--- src/hdl/irq_status_cfg.svh ---
// register offsets, field positions, reset values for the mask/status bank
// assumes inclusion by bare name from the design files
`ifndef IRQ_STATUS_CFG_SVH
`define IRQ_STATUS_CFG_SVH
`define ADDR_INTERRUPT_MASK 4'h1
`define ADDR_LIVE_STATUS 4'h2
`define ADDR_INTEGRITY_STATUS 4'h3
`define MASK_USED_BITS 8'h7D
`define MASK_RESET 8'h00
`define LIVE_STATUS_RESET 8'h00
`define INTEGRITY_RESET 8'h01
`define BIT_WAKE 6
`define BIT_SEC_FAULT 5
`define BIT_PRI_FAULT 4
`define BIT_SUP_WARN 3
`define BIT_SUP_UV 2
`define BIT_THERM 0
`define BIT_PRI_LOW 7
`define BIT_SEC_LOW 6
`define BIT_CORRUPT 7
`define BIT_REG_FAULT 1
`define BIT_REG_READY 0
`define SYNC_STAGES 2
`endif

--- src/hdl/irq_status_pkg.sv ---
// types shared by the mask/status bank
// assumes the cfg header for numeric constants
package irq_status_pkg;
	typedef logic [7:0] reg_byte_t;
	typedef logic [3:0] reg_addr_t;
endpackage

--- src/hdl/level_sync_if.sv ---
// carrier for raw levels into the synchroniser and clean levels out
// assumes one core clock on both ends
`timescale 1ns/1ns
interface level_sync_if #(parameter int WIDTH = 13);
	logic [WIDTH-1:0] raw;
	logic [WIDTH-1:0] clean;
	modport src (output raw, input clean);
	modport snk (input raw, output clean);
endinterface

--- src/hdl/level_sync.sv ---
// per-bit two-stage synchroniser for comparator and pin levels
// assumes levels are asynchronous to i_mclk
`timescale 1ns/1ns
`include "irq_status_cfg.svh"
module level_sync #(
	parameter int WIDTH = 13
) (
	input wire logic i_mclk,
	input wire logic i_sys_rst,
	level_sync_if.snk lv
);
	genvar g;
	generate
		for (g = 0; g < WIDTH; g++) begin : g_bit
			logic meta_q;
			logic hold_q;
			always_ff @(posedge i_mclk or posedge i_sys_rst) begin
				if (i_sys_rst) begin
					meta_q <= 1'b0;
					hold_q <= 1'b0;
				end else begin
					meta_q <= lv.raw[g];
					hold_q <= meta_q;
				end
			end
			assign lv.clean[g] = hold_q;
		end
	endgenerate
endmodule

--- src/hdl/irq_status_regs.sv ---
// interrupt mask register and two live status registers with irq gating
// assumes the serial port decoder gives one-cycle read/write strobes
//
// What this block does
// - masked set flags never drive the interrupt; unmasked ones other than spare bit 1 still do
// - flags latch on events whatever the mask holds
// - mask bit 6 blocks the wake flag from the interrupt when one
// - mask bits 5 and 4 gate secondary and primary driver fault flags
// - mask bits 3 and 2 gate supply warning and undervoltage flags
// - mask bit 0 gates thermal warning; bits 7 and 1 unused
// - live status is read only, tracks conditions, reads clear nothing
// - status bits 5 and 4 show present secondary/primary driver faults
// - status bit 3 is one while supply is below warning threshold
// - status bit 2 follows undervoltage comparator with its hysteresis
// - status bit 0 follows die temperature warning with hysteresis
// - integrity status is read only and unchanged by reads
// - integrity bit 7 is one when register contents are corrupted
// - corruption disables both drivers and floats receive and logic io
// - corruption forces both regulators on and the clock output running
// - integrity bit 1 is one while the regulator reports any fault
// - integrity bit 0 is one in steady normal regulator operation or while regulator disable is one
// - regulator ready reads one whenever regulator disable is one
// - reading the flag register clears flags once the cause is gone
// - interrupt output, active low, asserts for any set unmasked flag except spare bit 1
// - regulator disable turns the regulator off when one, except while register contents are corrupted
`timescale 1ns/1ns
`include "irq_status_cfg.svh"
module irq_status_regs
	import irq_status_pkg::*;
(
	input wire logic i_mclk,
	input wire logic i_sys_rst,
	input wire logic i_wr_en,
	input wire logic i_rd_en,
	input wire logic [3:0] i_addr,
	input wire logic [7:0] i_wr_data,
	output logic [7:0] o_rd_data,
	input wire logic [7:0] i_flags,
	input wire logic i_primary_line_low,
	input wire logic i_secondary_line_low,
	input wire logic i_secondary_driver_fault,
	input wire logic i_primary_driver_fault,
	input wire logic i_supply_below_warning,
	input wire logic i_supply_undervoltage,
	input wire logic i_die_temp_warning,
	input wire logic i_register_corrupted,
	input wire logic i_regulator_fault,
	input wire logic i_regulator_steady,
	input wire logic i_regulator_disable,
	output logic o_irq_n,
	output logic o_drivers_enable,
	output logic o_io_output_enable,
	output logic o_ldo33_force_on,
	output logic o_regulator_enable,
	output logic o_clock_out_force_on
);
	localparam int NSYNC = 11;

	reg_byte_t interrupt_mask_q;
	reg_byte_t live_status;
	reg_byte_t integrity_status;
	reg_byte_t rd_data_d;
	logic irq_n_d;
	logic corrupted;
	logic regulator_disable;

	// ****************************************
	// synchronised levels
	// ****************************************
	level_sync_if #(.WIDTH(NSYNC)) lv();

	assign lv.raw = {i_primary_line_low, i_secondary_line_low,
		i_secondary_driver_fault, i_primary_driver_fault,
		i_supply_below_warning, i_supply_undervoltage,
		i_die_temp_warning, i_register_corrupted,
		i_regulator_fault, i_regulator_steady,
		i_regulator_disable};

	level_sync #(.WIDTH(NSYNC)) u_sync (
		.i_mclk(i_mclk),
		.i_sys_rst(i_sys_rst),
		.lv(lv)
	);

	assign corrupted = lv.clean[3];
	assign regulator_disable = lv.clean[0];

	// ****************************************
	// mask register
	// ****************************************
	always_ff @(posedge i_mclk or posedge i_sys_rst) begin
		if (i_sys_rst) begin
			interrupt_mask_q <= `MASK_RESET;
		end else if (i_wr_en && i_addr == `ADDR_INTERRUPT_MASK) begin
			interrupt_mask_q <= i_wr_data & `MASK_USED_BITS;
		end
	end

	// ****************************************
	// live status
	// ****************************************
	always_comb begin
		live_status = `LIVE_STATUS_RESET;
		// comparators already apply their own hysteresis thresholds
		live_status[`BIT_PRI_LOW] = lv.clean[10];
		live_status[`BIT_SEC_LOW] = lv.clean[9];
		live_status[`BIT_SEC_FAULT] = lv.clean[8];
		live_status[`BIT_PRI_FAULT] = lv.clean[7];
		live_status[`BIT_SUP_WARN] = lv.clean[6];
		live_status[`BIT_SUP_UV] = lv.clean[5];
		live_status[`BIT_THERM] = lv.clean[4];
	end

	// ****************************************
	// integrity and regulator status
	// ****************************************
	always_comb begin
		integrity_status = `INTEGRITY_RESET;
		integrity_status[`BIT_CORRUPT] = corrupted;
		integrity_status[`BIT_REG_FAULT] = lv.clean[2];
		integrity_status[`BIT_REG_READY] = regulator_disable ||
			(lv.clean[1] && !lv.clean[2]);
	end

	// ****************************************
	// read path
	// ****************************************
	always_comb begin
		case (i_addr)
			`ADDR_INTERRUPT_MASK: rd_data_d = interrupt_mask_q;
			`ADDR_LIVE_STATUS: rd_data_d = live_status;
			`ADDR_INTEGRITY_STATUS: rd_data_d = integrity_status;
			default: rd_data_d = 8'h00;
		endcase
	end

	// reads have no side effect on status bits
	always_ff @(posedge i_mclk or posedge i_sys_rst) begin
		if (i_sys_rst) begin
			o_rd_data <= 8'h00;
		end else if (i_rd_en) begin
			o_rd_data <= rd_data_d;
		end
	end

	// ****************************************
	// interrupt output
	// ****************************************
	// flags arrive latched from the flag register; the mask never reaches it
	always_comb begin
		irq_n_d = 1'b1;
		if (i_flags[`BIT_WAKE] && !interrupt_mask_q[`BIT_WAKE]) begin
			irq_n_d = 1'b0;
		end
		if (i_flags[`BIT_SEC_FAULT] && !interrupt_mask_q[`BIT_SEC_FAULT]) begin
			irq_n_d = 1'b0;
		end
		if (i_flags[`BIT_PRI_FAULT] && !interrupt_mask_q[`BIT_PRI_FAULT]) begin
			irq_n_d = 1'b0;
		end
		if (i_flags[`BIT_SUP_WARN] && !interrupt_mask_q[`BIT_SUP_WARN]) begin
			irq_n_d = 1'b0;
		end
		if (i_flags[`BIT_SUP_UV] && !interrupt_mask_q[`BIT_SUP_UV]) begin
			irq_n_d = 1'b0;
		end
		if (i_flags[`BIT_THERM] && !interrupt_mask_q[`BIT_THERM]) begin
			irq_n_d = 1'b0;
		end
		// top flag (not ready) cannot be masked
		if (i_flags[7]) begin
			irq_n_d = 1'b0;
		end
	end

	always_ff @(posedge i_mclk or posedge i_sys_rst) begin
		if (i_sys_rst) begin
			o_irq_n <= 1'b1;
		end else begin
			o_irq_n <= irq_n_d;
		end
	end

	// ****************************************
	// corruption safe state
	// ****************************************
	always_ff @(posedge i_mclk or posedge i_sys_rst) begin
		if (i_sys_rst) begin
			o_drivers_enable <= 1'b0;
			o_io_output_enable <= 1'b0;
			o_ldo33_force_on <= 1'b0;
			o_clock_out_force_on <= 1'b0;
		end else begin
			o_drivers_enable <= !corrupted;
			o_io_output_enable <= !corrupted;
			o_ldo33_force_on <= corrupted;
			o_clock_out_force_on <= corrupted;
		end
	end

	always_ff @(posedge i_mclk or posedge i_sys_rst) begin
		if (i_sys_rst) begin
			o_regulator_enable <= 1'b0;
		end else begin
			o_regulator_enable <= corrupted || !regulator_disable;
		end
	end
endmodule

--- config.mk ---
export PLATFORM = sky130hd
export DESIGN_NAME = irq_status_regs
export DESIGN_NICKNAME = d
export VERILOG_FILES = /design/src/hdl/irq_status_pkg.sv /design/src/hdl/level_sync_if.sv /design/src/hdl/level_sync.sv /design/src/hdl/irq_status_regs.sv
export VERILOG_INCLUDE_DIRS = /design/src /design/src/hdl
export SDC_FILE = /design/constraint.sdc
export NUM_CORES = 1
export LEC_CHECK = 0
export ABC_AREA = 1
export BUFFER_PORTS_ARGS = -buffer_cell sky130_fd_sc_hd__buf_2
export CAP_MARGIN = 20
export CORE_MARGIN = 2
export CORE_UTILIZATION = 40
export DETAILED_ROUTE_END_ITERATION = 10
export PLACE_DENSITY_LB_ADDON = 0.08
export SYNTH_ARGS = -nofsm -noshare
export SYNTH_HDL_FRONTEND = slang
export SYNTH_SLANG_ARGS = --single-unit
--- constraint.sdc ---
create_clock -name i_mclk -period 1.7 [get_ports i_mclk]
set_input_delay 0.34 -clock i_mclk [delete_from_list [all_inputs] [get_ports i_mclk]]
set_output_delay 0.34 -clock i_mclk [all_outputs]
set_load 0.005 [all_outputs]
### Word-level counts from Yosys, hierarchy flattened

Cells that the tools add are included.

| word-level totals | value |
|---|---|
| bits in registers | 40 |
| output and inout bits | 14 |

| cells by class | value |
|---|---|
| equal/unequal tests | 3 |
| multiplexer cells | 8 |
| reduce and logical (&&, ||, !) cells | 19 |

Operators by type and width:

| cell | number |
|---|---|
| 8-bit one-hot mux with 3 select lines | 1 |
| 1-bit zero test | 9 |
| 4-bit by 2-bit == test with 1-bit output, second input constant | 2 |
| 1-bit logical AND | 8 |
| 1-bit two-way mux | 7 |
| 4-bit by 1-bit == test with 1-bit output, second input constant | 1 |
| 1-bit logical OR | 2 |

### Longest topological paths before layout

| logic depth | value |
|---|---|
| word-level depth | 9 |
| gate-level depth with buffers | 7 |

### Modules after synthesis

Synthesis repeated with hierarchy kept, for this count alone.

| second synthesis, totals | value |
|---|---|
| cell total of the unflattened synthesis | 149 |
| area, all modules | 1,521.5 µm² |

Modules (own cells, without submodules):

| module | cells each | times used | sequential area each (µm²) | area an instance (µm²) |
|---|---|---|---|---|
| irq_status_regs | 115 | 1 | 451.7 | 884.6 |
| level_sync | 34 | 1 | 550.5 | 636.9 |

### Least setup slack after synthesis

No wires, ideal clock.

| timing path | value |
|---|---|
| path kind | input port to flip-flop |
| start | input i_addr[3] |
| end | register interrupt_mask_q[2] |
| required time | 1,574 ps |
| buffers on the path | 1 |
| arrival | 906 ps |
| stages on the path | 4 |
| setup slack | 668 ps |
| cells stage by stage | nor2_2 > and3_2 > buf_6 > o21ai_0 |

| on the way | value |
|---|---|
| cells in the longest elaborated chain, start to end | 2 |

Ends and longest elaborated chain:

| what | line | text |
|---|---|---|
| from (decl) | irq_status_regs.sv:35 | `input wire logic [3:0] i_addr,` |
| 4-bit by 1-bit == test with 1-bit output | n/a |  |
| 1-bit logical AND (no line) | n/a |  |
| to (signal assigned) | irq_status_regs.sv:93 | `` interrupt_mask_q <= `MASK_RESET; `` |
| to (signal assigned) | irq_status_regs.sv:95 | `` interrupt_mask_q <= i_wr_data & `MASK_USED_BITS; `` |
| to (decl) | irq_status_regs.sv:59 | `reg_byte_t interrupt_mask_q;` |

Every way passes these cells.
A chain may end at the register's enable or synchronous reset.

### Worst setup path after layout

| timing path | value |
|---|---|
| start | register o_irq_n |
| end | output o_irq_n |

RTL lines:

| what | line | text |
|---|---|---|
| from (decl) | irq_status_regs.sv:50 | `output logic o_irq_n,` |
| from (signal assigned) | irq_status_regs.sv:180 | `o_irq_n <= irq_n_d;` |

No word-level cell between the ends.

==> results.py <==
metrics = {
    "worst_setup_path": {
        "timing.critical_path.buf_inv": 1,
        "rr_worst_depth": 7,
        "rr_startpoint": "u_sync.g_bit[2].hold_q",
        "path_cells": "buf_2",
        "start_kind": "flop",
        "worstSetupPathType": "flop to output port",
        "cp.required_ns": 1.36,
        "crit_slowest_cell": "dfstp_2",
        "cp-end-kind": "output port",
        "worstPathArrival_ns": 0.96,
        "r2r_end": "o_rd_data[0]",
        "r2r_setup_slack_ns": 0.88,
        "max_stage_delay_ns": 0.53,
        "cp-endpoint": "o_irq_n",
        "cp_max_fo": 1,
        "cp_top_family": "flip-flops",
        "crit_path_start": "o_irq_n",
        "crit_cells": 1,
    },
    "drt": {
        "ant_nets": 0,
        "drcViolationCount": 0,
        "routedWlPerCell_um": 9.78,
        "via_per_inst": 4.37,
        "vias": 1013,
        "first_pass_iters": 4,
        "routed_wl_um": 2270,
        "drt_iter0_drc": 45,
    },
    "finish": {
        "area_delta_synth_final_pct": 21.9,
        "drive_gt1_share_pct": 31.7,
        "regArea_mm2": 0.00100,
        "diodes": 0,
        "multi_input_area_um2": 334,
        "n_fill_cell": 316,
        "nets": 220,
    },
    "clocking": {
        "hold_buffers": 0,
        "cts_setup_buffers": 0,
        "root_buffer": "clkbuf_4",
        "ctsResizeCount": 0,
        "cts_buffers": 5,
        "clock_latency_ns": 0.34,
        "cts_tree": "yes",
        "clock_tree.buffer_depth": 2,
        "clk_pin_slew_ns": 0.11,
        "htreeDepth": 2,
        "clkSinkCount": 40,
    },
    "timing": {
        "max_freq_mhz": 767,
        "report.final.slew_viol_count": 0,
        "setup_slack_ns": 0.397,
        "fin_worst_skew_ns": 0.00890,
        "period_share_pct": 76.7,
        "fin_hold_ws_ns": 0.0818,
        "rsz0062_at_grt": "no",
        "setup_viol": 0,
        "finalCriticalPeriod_ns": 1.30,
        "worstMarginPinSlew_ns": 0.467,
        "slew_headroom_pct": 68.8,
        "fin_setup_tns_ns": 0,
        "hold_viol": 0,
    },
    "floorplanning": {
        "ios": 49,
        "row_count": 21,
        "die-area_mm2": 0.00407,
        "core_mm2": 0.00339,
        "initial_core_util_pct": 42.2,
        "die_y_um": 63.8,
        "die_x_um": 63.8,
    },
    "power_and_ir_drop": {
        "leakage_uw": 0.000947,
        "switching_share_pct": 24.7,
        "share_comb_of_total_power_pct": 10.4,
        "internal_power_uw": 1260,
        "power_density_mw_per_mm2": 963,
        "peakVddDrop_uv": 563,
        "pwr-share-seq_pct": 63.4,
        "switchingPower_uw": 414,
        "clkPwrFrac_pct": 26.2,
    },
    "synthesis": {
        "yosysSeqAreaShare_pct": 70.0,
        "ys_types": 18,
        "synth_seq_cells": 40,
        "syn_inst": 136,
        "synth_nets": 171,
        "yosys_warnings": 0,
        "netlist_area_mm2": 0.00143,
        "syn_area_per_cell_um2": 10.5,
    },
    "global_route": {
        "gr-total-overflow": 0,
        "antenna_found_initial": 0,
        "grt_pass1_wl_um": 4080,
        "grt_pass1_vias": 1019,
        "grt_usage_pct": 13.3,
        "grt_max_degree": 41,
    },
    "placement": {
        "routabilityCongestion": 0.766,
        "place_ws_ns": 0.403,
        "port-buffer-count": 45,
        "dp_hpwl_um": 1760,
    },
    "min_path": {
        "hold_path_class": "input port to asynchronous set/reset pin",
    },
    "outcome": {
        "status": "finished clean",
    },
    "flow_run": {
        "max-cap-violations": 0,
    },
}
## final cells by class
cell class                      instances  share of cell area (%)
Sequential cell                        40                    57.5
Timing Repair Buffer                   47                    13.8
Multi-Input combinational cell         76                    19.2
Tap cell                               46                    3.30
Clock buffer                            6                    2.37
Clock inverter                          2                   0.717
Inverter                               15                    3.23
## worst min path at each step
stage,end,cells after the start,from,slack [ns]
2_1_floorplan,u_sync.g_bit[0].hold_q,0,u_sync.g_bit[0].meta_q,0.33
3_3_place_gp,u_sync.g_bit[3].hold_q,0,u_sync.g_bit[3].meta_q,0.33
3_5_place_dp,u_sync.g_bit[5].hold_q,0,u_sync.g_bit[5].meta_q,0.34
4_1_cts,u_sync.g_bit[4].meta_q,1,i_die_temp_warning,0.08
5_1_grt,u_sync.g_bit[2].meta_q,1,i_regulator_fault,0.05
6_report,u_sync.g_bit[8].meta_q,3,i_sys_rst,0.08
## registers in the layout, indices dropped and copies added (netlist names)
| name | cells |
|---|---|
| o_io_output_enable | 1 |
| u_sync.g_bit.hold_q | 11 |
| o_irq_n | 1 |
| o_clock_out_force_on | 1 |
| interrupt_mask_q | 6 |
| o_rd_data | 8 |
| u_sync.g_bit.meta_q | 11 |
| o_regulator_enable | 1 |
## per-stage QoR
stage | std cells | area, um2 | total power [uW] | utilization [%]
global placement | 224 | 1690 | 1260 | 49.9
floorplan | 136 | 1430 | 1180 | -
CTS | 232 | 1740 | 1700 | 51.5
global route | 232 | 1740 | 1790 | 51.5
detailed placement | 224 | 1690 | 1260 | 49.9
finish | 232 | 1740 | 1680 | 51.5
## power by group through the flow
stage	Sequential, uW	Combinational [uW]	Clock [uW]
2_1_floorplan	1070	104	0
6_report	1060	175	441
3_3_place_gp	1080	175	0
5_1_grt	1070	204	516
4_1_cts	1060	179	460
3_5_place_dp	1080	179	0
## kinds of logic after synthesis
kind of cell           count (synthesis)  share of synthesized area, %
and+or+nand+nor                       67                          20.0
DFF                                   40                          70.0
AOI/OAI and AO/OA                      9                          3.32
buffers and inverters                 20                          6.64
## per-layer routing
layer  routed length, um  track usage [%]  vias up
met5                   0                0        -
met2                1150             21.2       31
met3                 139             5.81        2
li1                    -                -      518
met4                  20             5.71        0
met1                 963             15.4      462
## cells in the mapped netlist
cell,count,area share [%]
inv_2,1,0.26
clkinv_1,1,0.26
o21ai_0,2,0.70
dfrtp_1,39,68
nor2_2,1,0.44
a21oi_1,1,0.35
buf_4,3,1.6
o31ai_1,1,0.52
nand3_1,17,5.9
inv_1,13,3.4
nor2_4,1,0.79
buf_2,1,0.35
dfstp_2,1,1.8
buf_6,1,0.79
and3_2,1,0.52
nor2_1,3,0.79
nand2_1,44,12
o21ai_1,5,1.7
## tightest hold or removal path, stage by stage
cell   delay, ns
buf_2       0.09
inv_1       0.04
buf_4       0.39
## cells in the final DEF (no fill, tap or decap)
cell type,Yosys,routed
o21ai_0,2,2
inv_1,13,13
o21ai_1,5,5
buf_4,3,2
clkbuf_4,0,5
inv_2,1,1
nor2_4,1,1
clkinvlp_4,0,1
clkinv_2,0,1
clkbuf_1,0,1
clkinv_1,1,1
dfrtp_1,39,39
a21oi_1,1,1
nand2_1,44,44
o31ai_1,1,1
nand3_1,17,17
nor2_1,3,3
buf_2,1,45
dfstp_2,1,1
nor2_2,1,1
and3_2,1,1
No activity file was read; power rests on OpenSTA's default activity.
